**src/common/lpvm_pkg.sv**
```systemverilog
// Purpose: shared constants for the low-power mode and voltage monitor block
// Assumes: one 25 MHz clock, software controls as plain same-clock ports
// Notes:   mode codes are Gray along run, clock stop, standby
package lpvm_pkg;

  localparam int unsigned MON_CNT      = 2;
  localparam int unsigned SYNC_W       = 4;
  localparam int unsigned SYNC_MON_ONE = 0;
  localparam int unsigned SYNC_MON_TWO = 1;
  localparam int unsigned SYNC_CLK_ACK = 2;
  localparam int unsigned SYNC_STRAP   = 3;

  localparam int unsigned UNIT_CNT     = 3;
  localparam int unsigned UNIT_XFER    = 0;
  localparam int unsigned UNIT_ADC     = 1;
  localparam int unsigned UNIT_SERIAL  = 2;

  localparam logic [3:0] LEVEL_ONE_MAX   = 4'h8;
  localparam logic [3:0] LEVEL_ONE_RESET = 4'h0;
  localparam logic [1:0] LEVEL_TWO_RESET = 2'h0;

  localparam logic [2:0] STRAP_SETTLE    = 3'h6;

  localparam int unsigned EDGE_FALL = 0;
  localparam int unsigned EDGE_RISE = 1;

  localparam logic [1:0] REQ_SLEEP   = 2'h0;
  localparam logic [1:0] REQ_DEEP    = 2'h1;
  localparam logic [1:0] REQ_STANDBY = 2'h2;

  typedef enum logic [2:0] {
    LPVM_RUN      = 3'h0,
    LPVM_CLK_STOP = 3'h1,
    LPVM_STANDBY  = 3'h3,
    LPVM_SLEEP    = 3'h4,
    LPVM_DEEP     = 3'h6
  } lpvm_mode_t;

endpackage : lpvm_pkg

```
**src/rtl/lpvm_sync.sv**
```systemverilog
// Purpose: three-stage synchroniser with agreement filter
// Assumes: inputs asynchronous to core_clk_i
// Notes:   output follows once stages two and three agree
`timescale 1ns/1ns
module lpvm_sync
  import lpvm_pkg::*;
(
  input  wire logic              core_clk_i,
  input  wire logic              rst_i,
  input  wire logic [SYNC_W-1:0] async_i,
  output logic      [SYNC_W-1:0] stable_o
);

  logic [SYNC_W-1:0] stage_one;
  logic [SYNC_W-1:0] stage_two;
  logic [SYNC_W-1:0] stage_three;
  logic [SYNC_W-1:0] next_stable;

  always_comb
  begin
    next_stable = stable_o;
    for (int i = 0; i < SYNC_W; i++)
    begin
      if (stage_two[i] == stage_three[i])
      begin
        next_stable[i] = stage_three[i];
      end
    end
  end

  always_ff @(posedge core_clk_i or posedge rst_i)
  begin
    if (rst_i)
    begin
      stage_one   <= '0;
      stage_two   <= '0;
      stage_three <= '0;
      stable_o    <= '0;
    end
    else
    begin
      stage_one   <= async_i;
      stage_two   <= stage_one;
      stage_three <= stage_two;
      stable_o    <= next_stable;
    end
  end

endmodule : lpvm_sync

```
**src/rtl/lpvm_top.sv**
```systemverilog
// Purpose: low-power mode control, watchdog count halt and two voltage monitors
// Assumes: comparator outputs, clock stop ack and strap are asynchronous pins
// Notes:   detection flags are cleared only by rst_i or software clear
`timescale 1ns/1ns
// Notes on behaviour
// - retained units keep settings while suspended and resume from them on wake.
// - in autostart mode the option word bit decides watchdog halt in sleep.
// - otherwise the count halt control bit decides watchdog halt in sleep.
// - main clock stops before standby; oscillation stop detection then unavailable.
// - sleep and deep sleep keep unit clocks unless module stop is set.
// - clock monitoring runs in sleep and deep sleep.
// - monitor one threshold from four-bit field, nine valid codes.
// - monitor two threshold from two-bit field, four codes.
// - interrupt mode raises request on falling, rising or both crossings.
// - both monitors keep working in every low-power mode.
// - each monitor sets its own detection flag on detection.
// - monitor or watchdog interrupt wakes the device from standby.
module lpvm_top
  import lpvm_pkg::*;
(
  input  wire logic                  core_clk_i,
  input  wire logic                  rst_i,
  input  wire logic                  enter_lp_i,
  input  wire logic [1:0]            lp_select_i,
  input  wire logic                  wake_irq_i,
  input  wire logic                  wdt_irq_i,
  input  wire logic                  main_clk_stop_ack_i,
  input  wire logic                  autostart_strap_i,
  input  wire logic                  autostart_sleep_count_halt_i,
  input  wire logic                  sleep_count_halt_bit_i,
  input  wire logic [UNIT_CNT-1:0]   module_stop_i,
  input  wire logic [3:0]            monitor_one_level_field_i,
  input  wire logic [1:0]            monitor_two_level_field_i,
  input  wire logic [MON_CNT-1:0]    mon_enable_i,
  input  wire logic [MON_CNT-1:0]    mon_reset_mode_i,
  input  wire logic [2*MON_CNT-1:0]  mon_edge_sel_i,
  input  wire logic [MON_CNT-1:0]    mon_flag_clr_i,
  input  wire logic                  below_one_i,
  input  wire logic                  below_two_i,
  output logic      [2:0]            lp_mode_o,
  output logic                       cpu_clk_en_o,
  output logic [UNIT_CNT-1:0]        unit_clk_en_o,
  output logic                       main_clk_stop_req_o,
  output logic                       osc_stop_det_en_o,
  output logic                       sysctl_wr_lock_o,
  output logic                       wdt_count_en_o,
  output logic                       autostart_o,
  output logic      [3:0]            threshold_one_o,
  output logic      [1:0]            threshold_two_o,
  output logic [MON_CNT-1:0]         mon_irq_o,
  output logic [MON_CNT-1:0]         mon_reset_o,
  output logic [MON_CNT-1:0]         mon_flag_o
);

  lpvm_mode_t          mode;
  lpvm_mode_t          next_mode;
  logic [SYNC_W-1:0]   pin_raw;
  logic [SYNC_W-1:0]   pin_stable;
  logic [MON_CNT-1:0]  below;
  logic [MON_CNT-1:0]  below_prev;
  logic [MON_CNT-1:0]  irq_evt;
  logic [MON_CNT-1:0]  reset_lvl;
  logic [MON_CNT-1:0]  next_flag;
  logic [2:0]          strap_cnt;
  logic [2:0]          next_strap_cnt;
  logic                next_autostart;
  logic                clk_ack;
  logic                wake_standby;
  logic                wake_sleep;
  logic                halt_sel;
  logic [2:0]          next_lp_mode;
  logic                next_cpu_clk_en;
  logic [UNIT_CNT-1:0] next_unit_clk_en;
  logic                next_clk_stop_req;
  logic                next_osc_det_en;
  logic                next_wr_lock;
  logic                next_wdt_en;
  logic [3:0]          next_thr_one;
  logic [1:0]          next_thr_two;

  assign pin_raw[SYNC_MON_ONE] = below_one_i;
  assign pin_raw[SYNC_MON_TWO] = below_two_i;
  assign pin_raw[SYNC_CLK_ACK] = main_clk_stop_ack_i;
  assign pin_raw[SYNC_STRAP]   = autostart_strap_i;

  lpvm_sync u_sync (
    .core_clk_i (core_clk_i),
    .rst_i      (rst_i),
    .async_i    (pin_raw),
    .stable_o   (pin_stable)
  );

  assign below[0] = pin_stable[SYNC_MON_ONE];
  assign below[1] = pin_stable[SYNC_MON_TWO];
  assign clk_ack  = pin_stable[SYNC_CLK_ACK];

  // per-channel detection, runs regardless of mode
  genvar ch;
  generate
    for (ch = 0; ch < MON_CNT; ch++)
    begin : g_mon
      logic fall;
      logic rise;
      assign fall = below[ch] & ~below_prev[ch];
      assign rise = ~below[ch] & below_prev[ch];
      assign irq_evt[ch] = mon_enable_i[ch] & ~mon_reset_mode_i[ch]
                         & ((fall & mon_edge_sel_i[2*ch+EDGE_FALL])
                          | (rise & mon_edge_sel_i[2*ch+EDGE_RISE]));
      assign reset_lvl[ch] = mon_enable_i[ch] & mon_reset_mode_i[ch]
                           & below[ch];
      assign next_flag[ch] = (mon_flag_o[ch] & ~mon_flag_clr_i[ch])
                           | irq_evt[ch] | reset_lvl[ch];
    end
  endgenerate

  assign wake_standby = (|irq_evt) | wdt_irq_i;
  assign wake_sleep   = wake_standby | wake_irq_i;

  always_comb
  begin
    next_mode = mode;
    unique case (mode)
      LPVM_RUN:
      begin
        if (enter_lp_i)
        begin
          if (lp_select_i == REQ_SLEEP)
          begin
            next_mode = LPVM_SLEEP;
          end
          else if (lp_select_i == REQ_DEEP)
          begin
            next_mode = LPVM_DEEP;
          end
          else if (lp_select_i == REQ_STANDBY)
          begin
            next_mode = LPVM_CLK_STOP;
          end
        end
      end
      LPVM_SLEEP, LPVM_DEEP:
      begin
        if (wake_sleep || (|reset_lvl))
        begin
          next_mode = LPVM_RUN;
        end
      end
      LPVM_CLK_STOP:
      begin
        if (wake_standby || (|reset_lvl))
        begin
          next_mode = LPVM_RUN;
        end
        else if (clk_ack)
        begin
          next_mode = LPVM_STANDBY;
        end
      end
      LPVM_STANDBY:
      begin
        if (wake_standby || (|reset_lvl))
        begin
          next_mode = LPVM_RUN;
        end
      end
      default:
      begin
        next_mode = LPVM_RUN;
      end
    endcase
  end

  always_comb
  begin
    next_lp_mode      = next_mode;
    next_cpu_clk_en   = (next_mode == LPVM_RUN);
    next_clk_stop_req = (next_mode == LPVM_CLK_STOP)
                      || (next_mode == LPVM_STANDBY);
    next_osc_det_en   = !next_clk_stop_req;
    next_wr_lock      = (next_mode == LPVM_SLEEP);
    // halt bit source follows the captured strap
    if (autostart_o)
    begin
      halt_sel = autostart_sleep_count_halt_i;
    end
    else
    begin
      halt_sel = sleep_count_halt_bit_i;
    end
    next_wdt_en = !((next_mode != LPVM_RUN) && halt_sel);
  end

  // standby gates all units, settings held by their own flops
  genvar un;
  generate
    for (un = 0; un < UNIT_CNT; un++)
    begin : g_unit
      assign next_unit_clk_en[un] = !module_stop_i[un] && !next_clk_stop_req;
    end
  endgenerate

  // invalid level-one codes keep the last applied threshold
  always_comb
  begin
    next_thr_one = threshold_one_o;
    if (monitor_one_level_field_i <= LEVEL_ONE_MAX)
    begin
      next_thr_one = monitor_one_level_field_i;
    end
    next_thr_two = monitor_two_level_field_i;
  end

  // strap read on each of the first six cycles after reset, the sixth read kept
  always_comb
  begin
    next_strap_cnt = strap_cnt;
    next_autostart = autostart_o;
    if (strap_cnt != STRAP_SETTLE)
    begin
      next_strap_cnt = strap_cnt + 3'h1;
      next_autostart = pin_stable[SYNC_STRAP];
    end
  end

  // mode and clock control
  always_ff @(posedge core_clk_i or posedge rst_i)
  begin
    if (rst_i)
    begin
      mode                <= LPVM_RUN;
      lp_mode_o           <= LPVM_RUN;
      cpu_clk_en_o        <= 1'b1;
      unit_clk_en_o       <= '0;
      main_clk_stop_req_o <= 1'b0;
      osc_stop_det_en_o   <= 1'b1;
      sysctl_wr_lock_o    <= 1'b0;
      wdt_count_en_o      <= 1'b1;
    end
    else
    begin
      mode                <= next_mode;
      lp_mode_o           <= next_lp_mode;
      cpu_clk_en_o        <= next_cpu_clk_en;
      unit_clk_en_o       <= next_unit_clk_en;
      main_clk_stop_req_o <= next_clk_stop_req;
      osc_stop_det_en_o   <= next_osc_det_en;
      sysctl_wr_lock_o    <= next_wr_lock;
      wdt_count_en_o      <= next_wdt_en;
    end
  end

  // autostart captured once after reset
  always_ff @(posedge core_clk_i or posedge rst_i)
  begin
    if (rst_i)
    begin
      autostart_o         <= 1'b0;
      strap_cnt           <= '0;
    end
    else
    begin
      autostart_o         <= next_autostart;
      strap_cnt           <= next_strap_cnt;
    end
  end

  always_ff @(posedge core_clk_i or posedge rst_i)
  begin
    if (rst_i)
    begin
      threshold_one_o     <= LEVEL_ONE_RESET;
      threshold_two_o     <= LEVEL_TWO_RESET;
    end
    else
    begin
      threshold_one_o     <= next_thr_one;
      threshold_two_o     <= next_thr_two;
    end
  end

  // flags cleared only by rst_i or software, never by a monitor reset
  always_ff @(posedge core_clk_i or posedge rst_i)
  begin
    if (rst_i)
    begin
      below_prev          <= '0;
      mon_irq_o           <= '0;
      mon_reset_o         <= '0;
      mon_flag_o          <= '0;
    end
    else
    begin
      below_prev          <= below;
      mon_irq_o           <= irq_evt;
      mon_reset_o         <= reset_lvl;
      mon_flag_o          <= next_flag;
    end
  end

endmodule : lpvm_top

```
**config.mk**
```make
export PLATFORM = sky130hd
export DESIGN_NAME = lpvm_top
export DESIGN_NICKNAME = d
export VERILOG_FILES = /design/src/common/lpvm_pkg.sv /design/src/rtl/lpvm_sync.sv /design/src/rtl/lpvm_top.sv
export SDC_FILE = /design/constraint.sdc
export NUM_CORES = 1
export LEC_CHECK = 0
export ABC_CLOCK_PERIOD_IN_PS = 1600
export BUFFER_PORTS_ARGS = -buffer_cell sky130_fd_sc_hd__buf_2
export CAP_MARGIN = 10
export CORE_ASPECT_RATIO = 0.5
export CORE_MARGIN = 4
export CORE_UTILIZATION = 35
export CTS_CLUSTER_SIZE = 20
export DETAILED_ROUTE_END_ITERATION = 8
export PLACE_DENSITY_LB_ADDON = 0.25
export SYNTH_ARGS = -nofsm -noshare
export SYNTH_HDL_FRONTEND = slang
export SYNTH_HIERARCHICAL = 1
export SYNTH_SLANG_ARGS = --single-unit
```
**constraint.sdc**
```tcl
create_clock -name core_clk_i -period 1.6 [get_ports core_clk_i]
set_input_delay 0.08 -clock core_clk_i [delete_from_list [all_inputs] [get_ports core_clk_i]]
set_output_delay 0.08 -clock core_clk_i [all_outputs]
set_load 0.005 [all_outputs]
```
==> results.cfg, run 1 <==
[power]
internal_power_w = 0.00189
leakage_nw = 1.13
clkPwrFrac_pct = 35.7
vdd_drop_max_uv = 369
switchingPower_w = 0.000519
pwr-share-seq_pct = 52.5
power.total_w = 0.00240
comb_power_share_pct = 11.8
power_density_nw_per_um2 = 1060
swShare_pct = 21.6

[floorplan]
die_y_microns = 56.4
core_sq_um = 4470
dieArea_sq_um = 5910
initial_core_util_pct = 36.7
die_w_microns = 105
ios = 56
row_count = 17

[critical_path]
required_ns = 1.79
cp_slowest_cell = or3b_2
setup.worst_path.end_class = flop
r2r-start = mode[0]
path_cells = or3b_2 -> nand2_1 -> a2bb2oi_1 -> o32ai_1
arrival_ns = 1.71
reg2reg_to = mode[1]
critPathKind = reg2reg
reg2reg_depth = 4
slowest_delay_ns = 0.51
startpoint_type = flop
crit_end = mode[1]
critPathMaxFanout = 4
critPathLaunch = mode[0]
r2r_slack_ns = 0.08

[routing]
routedWlPerCell_microns = 11.7
drtIter0Drc = 20
dr.pass1.iters = 4
wirelength_microns = 3080
via_per_inst = 4.48
vias = 1179
ant_nets = 0
drc = 0

[clock_tree]
cts_tree = built
postCtsSetupRepairBufs = 0
cts_made_buffers = 5
cts_buffer_depth = 2
clkSinkCount = 45
cts-htree-levels = 2
clockRootBuffer = clkbuf_8
clkLatencyLatePin_ns = 0.29
clkSlewWorstSetupHoldPaths_ns = 0.08

[cells_and_area]
num_antenna_cells = 0
syn2layout_area_growth_pct = 38.4
final_area_sq_um = 2270
fill_cells = 407
layout.nets = 239
drive_gt1_share_pct = 39.8

[logic_synthesis]
synth_edf_count = 0
ys_types = 36
syn_avg_cell_area_sq_um = 13.0
synthArstFlopShare_pct = 100
mappedNetlistArea_sq_um = 1640
synthFlopType = dfrtp_1
yosys_register_bits = 45
ys_seq_area_share_pct = 68.9
synth_cells = 126
yosysWarnings = 6
syn_nets = 160

[sta]
fin_tns_setup_ns = 0
finalMaxSlewViolations = 0
rsz0062_at_grt = yes
fin_crit_sh_pct = 95.3
hold_viol_final = 0
slew_headroom_pct = 62.0
min_period_ns = 1.52
final.setup_skew_ns = 0.00611
final-setup-viol-count = 0
max_freq_mhz = 656
tightestPinTransition_ns = 0.569

[global_routing]
grt_usage_pct = 11.4
grt_max_degree = 30
grt_pass1_wl_microns = 5410
antenna_found_initial = 0
grt.overflow.total = 0
grt_pass1_vias = 1201

[min_path]
hold_class = in2reg

[run]
cap_violations = 0

[placement]
dp_hpwl_microns = 2340
dpl_cell_area_sq_um = 2020
gp_congestion = 0.712
io_buffers = 55

[outcome]
status = finished clean
[metal layers]
metal	global-route usage [%]	vias to the layer above	wire length, microns
met4	3.36	0	14
met2	19.5	31	1570
met5	0	-	0
li1	-	580	-
met1	13.4	566	1310
met3	4.59	2	184
[power groups by stage]
stage | clock network [W] | registers (W) | logic, W
2_1_floorplan | 0 | 0.00129 | 0.000117
3_3_place_gp | 0 | 0.00128 | 0.000257
3_5_place_dp | 0 | 0.00128 | 0.000263
4_1_cts | 0.000891 | 0.00126 | 0.000287
5_1_grt | 0.000953 | 0.00127 | 0.000319
6_report | 0.000859 | 0.00126 | 0.000283
[worst max-delay path: cells and delay by family (launching register included)]
| family | cells | cell delay [ns] |
|---|---|---|
| and+or+nand+nor | 2 | 0.64 |
| AOI/OAI and AO/OA | 2 | 0.37 |
| DFF | 1 | 0.42 |
[through the flow]
step / setup WS (ns) / hold WS [ns] / instances / util (%)
CTS: 0.0868 / 0.0184 / 263 / 50.6
detailed placement: 0.103 / 0.181 / 242 / 45.1
global placement: 0.143 / 0.175 / 242 / 45.1
global route: -0.00847 / 0.0118 / 263 / 50.8
finish: 0.0755 / 0.0225 / 263 / 50.8
floorplan: 0.134 / -0.00626 / 126 / -
[area by class of cell]
cell class                      count  area [sq um]  share of cell area [%]
Inverter                           13          48.8                    2.15
Tap cell                           57          71.3                    3.14
Timing Repair Buffer               72           435                    19.2
Multi-Input combinational cell     68           467                    20.6
Clock buffer                        7          86.3                    3.81
Clock inverter                      1          30.0                    1.32
Sequential cell                    45          1130                    49.8
[state kept, by name, indices dropped and copies added, names as in the netlist]
register and flops:
autostart_o 1, below_prev 2, cpu_clk_en_o 1, main_clk_stop_req_o 1, mode 3, mon_flag_o 2
mon_irq_o 2, mon_reset_o 2, osc_stop_det_en_o 1, strap_cnt 3, sysctl_wr_lock_o 1, threshold_one_o 4
threshold_two_o 2, u_sync/stable_o 4, u_sync/stage_one 4, u_sync/stage_three 4, u_sync/stage_two 4, unit_clk_en_o 3
wdt_count_en_o 1
[logic make-up after synthesis]
group / after synthesis / share of synthesized area [%]
xor gates and xnor gates: 1 / 0.534
muxes: 2 / 1.30
adders and majority gates: 6 / 4.27
and+or+nand+nor: 36 / 12.5
AOI/OAI and AO/OA: 23 / 9.47
DFF: 45 / 68.9
buffers and inverters: 13 / 2.98
[cell usage after synthesis, types with 2 or more instances]
cell type	instances	area, sq um
dfstp_2	3	78.8
o21a_1	3	22.5
nor2b_1	4	25.0
ha_1	2	25.0
a21oi_1	6	30.0
nand2_1	6	22.5
dfrtp_1	42	1050
nand3_1	2	10.0
inv_1	13	48.8
and3_1	2	12.5
maj3_2	4	45.0
nand2b_1	2	12.5
nor2_1	9	33.8
o21ai_0	6	30.0
[how the worst min path moves through the flow]
stage	from	endpoint	slack, ns	cells after the start
2_1_floorplan	rst_i	u_sync/stable_o[0]	-0.006	1
3_3_place_gp	rst_i	u_sync/stable_o[1]	0.18	2
3_5_place_dp	rst_i	below_prev[1]	0.18	3
4_1_cts	lp_select_i[0]	sysctl_wr_lock_o	0.02	2
5_1_grt	wdt_irq_i	mode[1]	0.01	2
6_report	lp_select_i[0]	sysctl_wr_lock_o	0.02	2
[cells in the final DEF (no fill, tap or decap), types with 2 or more instances in the layout]
cell | synthesis | final
buf_4 | 0 | 4
nor2b_1 | 4 | 4
nand2b_1 | 2 | 2
clkbuf_8 | 0 | 6
inv_1 | 13 | 12
nor2_1 | 9 | 9
dfstp_2 | 3 | 3
and3_1 | 2 | 2
a21oi_1 | 6 | 6
nand3_1 | 2 | 2
ha_1 | 2 | 2
maj3_2 | 4 | 4
dfrtp_1 | 42 | 42
nand2_1 | 6 | 6
o21ai_0 | 6 | 6
buf_2 | 0 | 55
o21a_1 | 3 | 3
dlygate4sd3_1 | 0 | 13
[timing repair]
action,in CTS,in global routing
hold buffers,13,0
endpoints found under the hold margin,54,0
gates resized for setup,0,2
endpoints found under the setup margin,0,4
No activity file was read; power rests on OpenSTA's default activity.
==> run 2, diff against run 1 <==
- CORE_MARGIN: 4 -> default
- CORE_UTILIZATION: 35 -> 27
==> run 2 against run 1 <==
  * The flow now finishes with violations (design-rule violations)
  * Largest power group is now the clock network
  * Sequential share of layout area is 1.6 points lower
  * Final cell count is 5.7% higher
  * Cell area is 3.4% higher
  * First-iteration DRC count is 20% higher
  * Critical path type unchanged
  * Critical path depth stayed put
==> results.cfg, run 2 (synthesized netlist as in run 1, its figures left out) <==
[clock_tree]
cts_tree = built
cts-htree-levels = 2
clkSinkCount = 45
clkSlewWorstSetupHoldPaths_ns = 0.06
clockRootBuffer = clkbuf_16
postCtsSetupRepairBufs = 0
cts_made_buffers = 5
clkLatencyLatePin_ns = 0.28
cts_buffer_depth = 2

[floorplan]
initial_core_util_pct = 29.0
dieArea_sq_um = 6410
ios = 56
row_count = 19
core_sq_um = 5660
die_w_microns = 112
die_y_microns = 57.1

[global_routing]
grt_usage_pct = 10.8
met1_usage_pct = 12.6
grt_max_degree = 30
antenna_found_initial = 0
grt_pass1_wl_microns = 5240
use_met3_pct = 3.19
grt_use_met2_pct = 18.0
grt_pass1_vias = 1166
grt_busiest_layer = met2
grt.overflow.total = 0

[sta]
slew_headroom_pct = 61.2
hold_ws_ns = 0.00647
finalMaxSlewViolations = 0
hold_viol_final = 0
fin_tns_setup_ns = 0
tightestPinTransition_ns = 0.581
max_freq_mhz = 683
min_period_ns = 1.46
final-setup-viol-count = 0
rsz0062_at_grt = no
final.setup_skew_ns = 0.00259
fin_crit_sh_pct = 91.5

[critical_path]
critPathBufInv = 0
setup.worst_path.end_class = flop
cp_top_family = simple AND/OR/NAND/NOR gates
required_ns = 1.81
cp_slowest_cell = or3b_2
startpoint_type = flop
critPathMaxFanout = 4
critPathKind = reg2reg
slowest_delay_ns = 0.51
path_cells = or3b_2 -> nand2_1 -> a41oi_2 -> or2_1
arrival_ns = 1.67

[outcome]
status = finished with violations
violations = design-rule violations

[cells_and_area]
utilization_pct = 41.5
num_antenna_cells = 0
drive_gt1_share_pct = 40.0
mostFrequentLayoutCell = buf_2
final_area_sq_um = 2350
layout.nets = 238
mostFrequentLayoutCells = buf_2, dfrtp_1, inv_1, dlygate4sd3_1, nor2_1
syn2layout_area_growth_pct = 43.1

[routing]
via_per_inst = 4.23
routedWlPerCell_microns = 10.9
drtIter0Drc = 24
dr.pass1.iters = 6
ant_nets = 0
drc = 2
wirelength_microns = 3020
vias = 1175

[placement]
dpl_cell_area_sq_um = 2040
dp_hpwl_microns = 2210
gp_congestion = 0.788
io_buffers = 55

[power]
internal_power_w = 0.00227
pwr-share-seq_pct = 44.7
power_density_nw_per_um2 = 1200
switchingPower_w = 0.000559
comb_power_share_pct = 9.9
leakage_nw = 1.16
power.total_w = 0.00283
clkPwrFrac_pct = 45.4
swShare_pct = 19.8
vdd_drop_max_uv = 527

[run]
cap_violations = 0

[min_path]
hold_class = in2reg
run 2: cell count changes in the layout (fill, tap and decap cells not counted):
cell / change
clkbuf_1: -1
nor4b_2: -1
clkbuf_16: +5
dlygate4sd3_1: -1
nor4b_1: +1
bufinv_16: +1
clkbuf_8: -6
clkinv_2: +1
run 2: what timing repair did:
action | CTS | global route
endpoints found under the hold margin | 53 | 0
hold buffers | 12 | 0
resized for setup | 0 | 1
setup endpoints to repair | 0 | 3
run 2: metal layers:
metal / vias up / share of wire, %
met5: - / 0
met4: 0 / 2.2
met3: 6 / 4.0
met2: 26 / 50
met1: 565 / 44
li1: 578 / -
run 2: path summary, 6_finish.rpt:
path	startpoint	slack [ns]	depth (start not counted)	endpoint
max	mode[0]	0.14	4	wdt_count_en_o
min	mon_reset_mode_i[0]	0.006	2	mon_irq_o[0]
max reg2reg	mode[0]	0.14	4	wdt_count_en_o
min reg2reg	u_sync/stage_one[3]	0.35	0	u_sync/stage_two[3]
max in group asynchronous	rst_i	0.81	3	u_sync/stage_two[0]
min in group asynchronous	rst_i	0.41	3	u_sync/stage_three[2]
run 2: through the flow:
step | setup WS (ns) | cells
CTS | 0.0885 | 278
finish | 0.136 | 278
global route | 0.0270 | 278
detailed placement | 0.0976 | 258
global placement | 0.141 | 258
floorplan | 0.134 | 126
run 2: final cells by class:
| cell class | count | area [sq um] |
|---|---|---|
| clock buffer | 5 | 125 |
| timing repair buffer | 71 | 425 |
| clock inverter | 3 | 65.1 |
| sequential | 45 | 1130 |
| multi-input combinational | 68 | 460 |
| inverter | 13 | 48.8 |
| fill | 559 | 3310 |
| tap | 73 | 91.3 |
run 2: power groups by stage:
stage          Clock (W)  Sequential (W)  Combinational (W)
5_1_grt          0.00137         0.00127           0.000315
2_1_floorplan          0         0.00129           0.000117
3_3_place_gp           0         0.00128           0.000257
6_report         0.00128         0.00126           0.000280
3_5_place_dp           0         0.00128           0.000261
4_1_cts          0.00133         0.00126           0.000284
==> run 3, diff against run 2 <==
- CORE_UTILIZATION: 27 -> 48
- TNS_END_PERCENT: default -> 100
==> run 3 against run 2 <==
  * The flow still finishes with violations (design-rule violations)
  * Critical path depth increased by 2
  * Via count increased by 2.1%
  * Routed wire length decreased by 1.8%
  * Register-to-register slack got worse by 0.04 ns
  * Die area decreased by 43%
  * Largest cell class unchanged
  * Global-route usage increased by 7.6 points
==> results.cfg, run 3 (synthesized netlist as in run 1, its figures left out) <==
[outcome]
status = finished with violations
violations = design-rule violations

[global_routing]
antenna_found_initial = 0
grt_pass1_vias = 1172
grt.overflow.total = 0
grt_pass1_wl_microns = 4860
grt_max_degree = 30
grt_usage_pct = 18.4

[clock_tree]
postCtsSetupRepairBufs = 0
clkSinkCount = 45
cts_tree = built
clkSlewWorstSetupHoldPaths_ns = 0.08
cts_made_buffers = 5
clkLatencyLatePin_ns = 0.29
cts-htree-levels = 2
cts_buffer_depth = 2
clockRootBuffer = clkbuf_8

[min_path]
hp-start = lp_select_i[0]
min_to = sysctl_wr_lock_o
hold_depth = 2
hold_class = in2reg

[sta]
rsz0062_at_grt = no
fin_crit_sh_pct = 94.0
finalMaxSlewViolations = 0
hold_viol_final = 0
final.setup_skew_ns = 0.00488
tightestPinTransition_ns = 0.556
max_freq_mhz = 665
min_period_ns = 1.50
finalWorstSetupSlack_ns = 0.0959
fin_tns_setup_ns = 0
slew_headroom_pct = 62.9
final-setup-viol-count = 0

[power]
vdd_drop_max_uv = 647
leakage_nw = 1.11
power_density_nw_per_um2 = 1000
power.total_w = 0.00221

[floorplan]
core_sq_um = 3120
die_w_microns = 84.6
row_count = 14
dieArea_sq_um = 3670
initial_core_util_pct = 52.6
die_y_microns = 43.3
ios = 56

[placement]
io_buffers = 55
pre_cts_ws_ns = 0.0401
dp.cells = 224
dp_hpwl_microns = 2110
gp_congestion = 0.919

[critical_path]
arrival_ns = 1.69
r2r-start = below_prev[0]
setup.worst_path.end_class = flop
reg2reg_to = unit_clk_en_o[2]
cp_slowest_cell = dfrtp_1
path_cells = and2b_2 -> o211ai_1 -> nand3_1 -> o31a_2 -> inv_1 -> nor2_1
required_ns = 1.79
startpoint_type = flop
slowest_delay_ns = 0.34
critPathKind = reg2reg
reg2reg_depth = 6
critPathMaxFanout = 4
r2r_slack_ns = 0.1

[routing]
dr.pass1.iters = 7
routedWlPerCell_microns = 12.1
drtIter0Drc = 59
vias = 1200
drc = 4
via_per_inst = 4.90
wirelength_microns = 2970
ant_nets = 0

[cells_and_area]
utilization_pct = 70.8
layout.nets = 238
num_antenna_cells = 0
drive_gt1_share_pct = 38.5
mostFrequentLayoutCell = buf_2
syn2layout_area_growth_pct = 34.7
final_cells = 245
mostFrequentLayoutCells = buf_2, dfrtp_1, inv_1, dlygate4sd3_1, nor2_1

[run]
cap_violations = 0
[run 3: cell count changes in the layout (fill, tap and decap cells not counted), moves of 2 or more]
cell       previous run  this run
clkbuf_8              0         5
bufinv_16             2         0
clkbuf_1              0         2
clkbuf_16             5         0
[run 3: area by class of cell]
cell class / count / area [sq um]
sequential: 45 / 1130
fill: 225 / 911
multi-input combinational: 68 / 467
timing repair buffer: 71 / 428
clock buffer: 7 / 76.3
tap: 40 / 50.0
inverter: 13 / 48.8
clock inverter: 1 / 7.51
[run 3: critical path: cells and delay by family, from the launching register on]
| kind | cells | cell delay, ns |
|---|---|---|
| AND/OR/NAND/NOR | 3 | 0.42 |
| buffers and inverters | 1 | 0.12 |
| flip-flops | 1 | 0.34 |
| AO/OA/AOI/OAI | 2 | 0.53 |
[run 3: power breakdown]
part	internal, W	switching, W	total, W	leakage, nW
Clock	0.000309	0.000361	0.000670	0.0385
Combinational	0.000150	0.000127	0.000277	0.531
Sequential	0.00122	0.0000407	0.00126	0.539
[run 3: what timing repair did]
action / 4_1_cts / 5_1_grt
hold buffers: 13 / 0
endpoints found under the hold margin: 54 / 0
resized for setup: 0 / 1
setup endpoints to repair: 0 / 4
[run 3: worst max-delay path by stage]
| stage | slack (ns) | start | end |
|---|---|---|---|
| after floorplan | 0.13 | u_sync/stable_o[0] | wdt_count_en_o |
| final | 0.1 | below_prev[0] | unit_clk_en_o[2] |
| after global placement | 0.14 | below_prev[0] | unit_clk_en_o[2] |
| after CTS | 0.03 | mode[1] | wdt_count_en_o |
| after global routing | 0.01 | below_prev[0] | unit_clk_en_o[2] |
| after detailed placement | 0.04 | mode[1] | wdt_count_en_o |
[run 3: per-stage QoR]
| step | hold slack [ns] | area (sq um) |
|---|---|---|
| 6_report | 0.0116 | 2210 |
| 5_1_grt | 0.0223 | 2210 |
| 4_1_cts | 0.00300 | 2200 |
| 3_5_place_dp | 0.171 | 1990 |
| 3_3_place_gp | 0.165 | 1990 |
| 2_1_floorplan | -0.00626 | 1640 |
[run 3: routing by layer]
layer | track usage [%] | up-vias | part of all wire [%] | routed length [microns]
met5 | 0 | - | 0 | 0
met4 | 10.2 | 0 | 1.9 | 55
met3 | 7.00 | 9 | 5.8 | 173
met2 | 31.5 | 34 | 49 | 1450
met1 | 20.4 | 581 | 43 | 1290
li1 | - | 576 | - | -
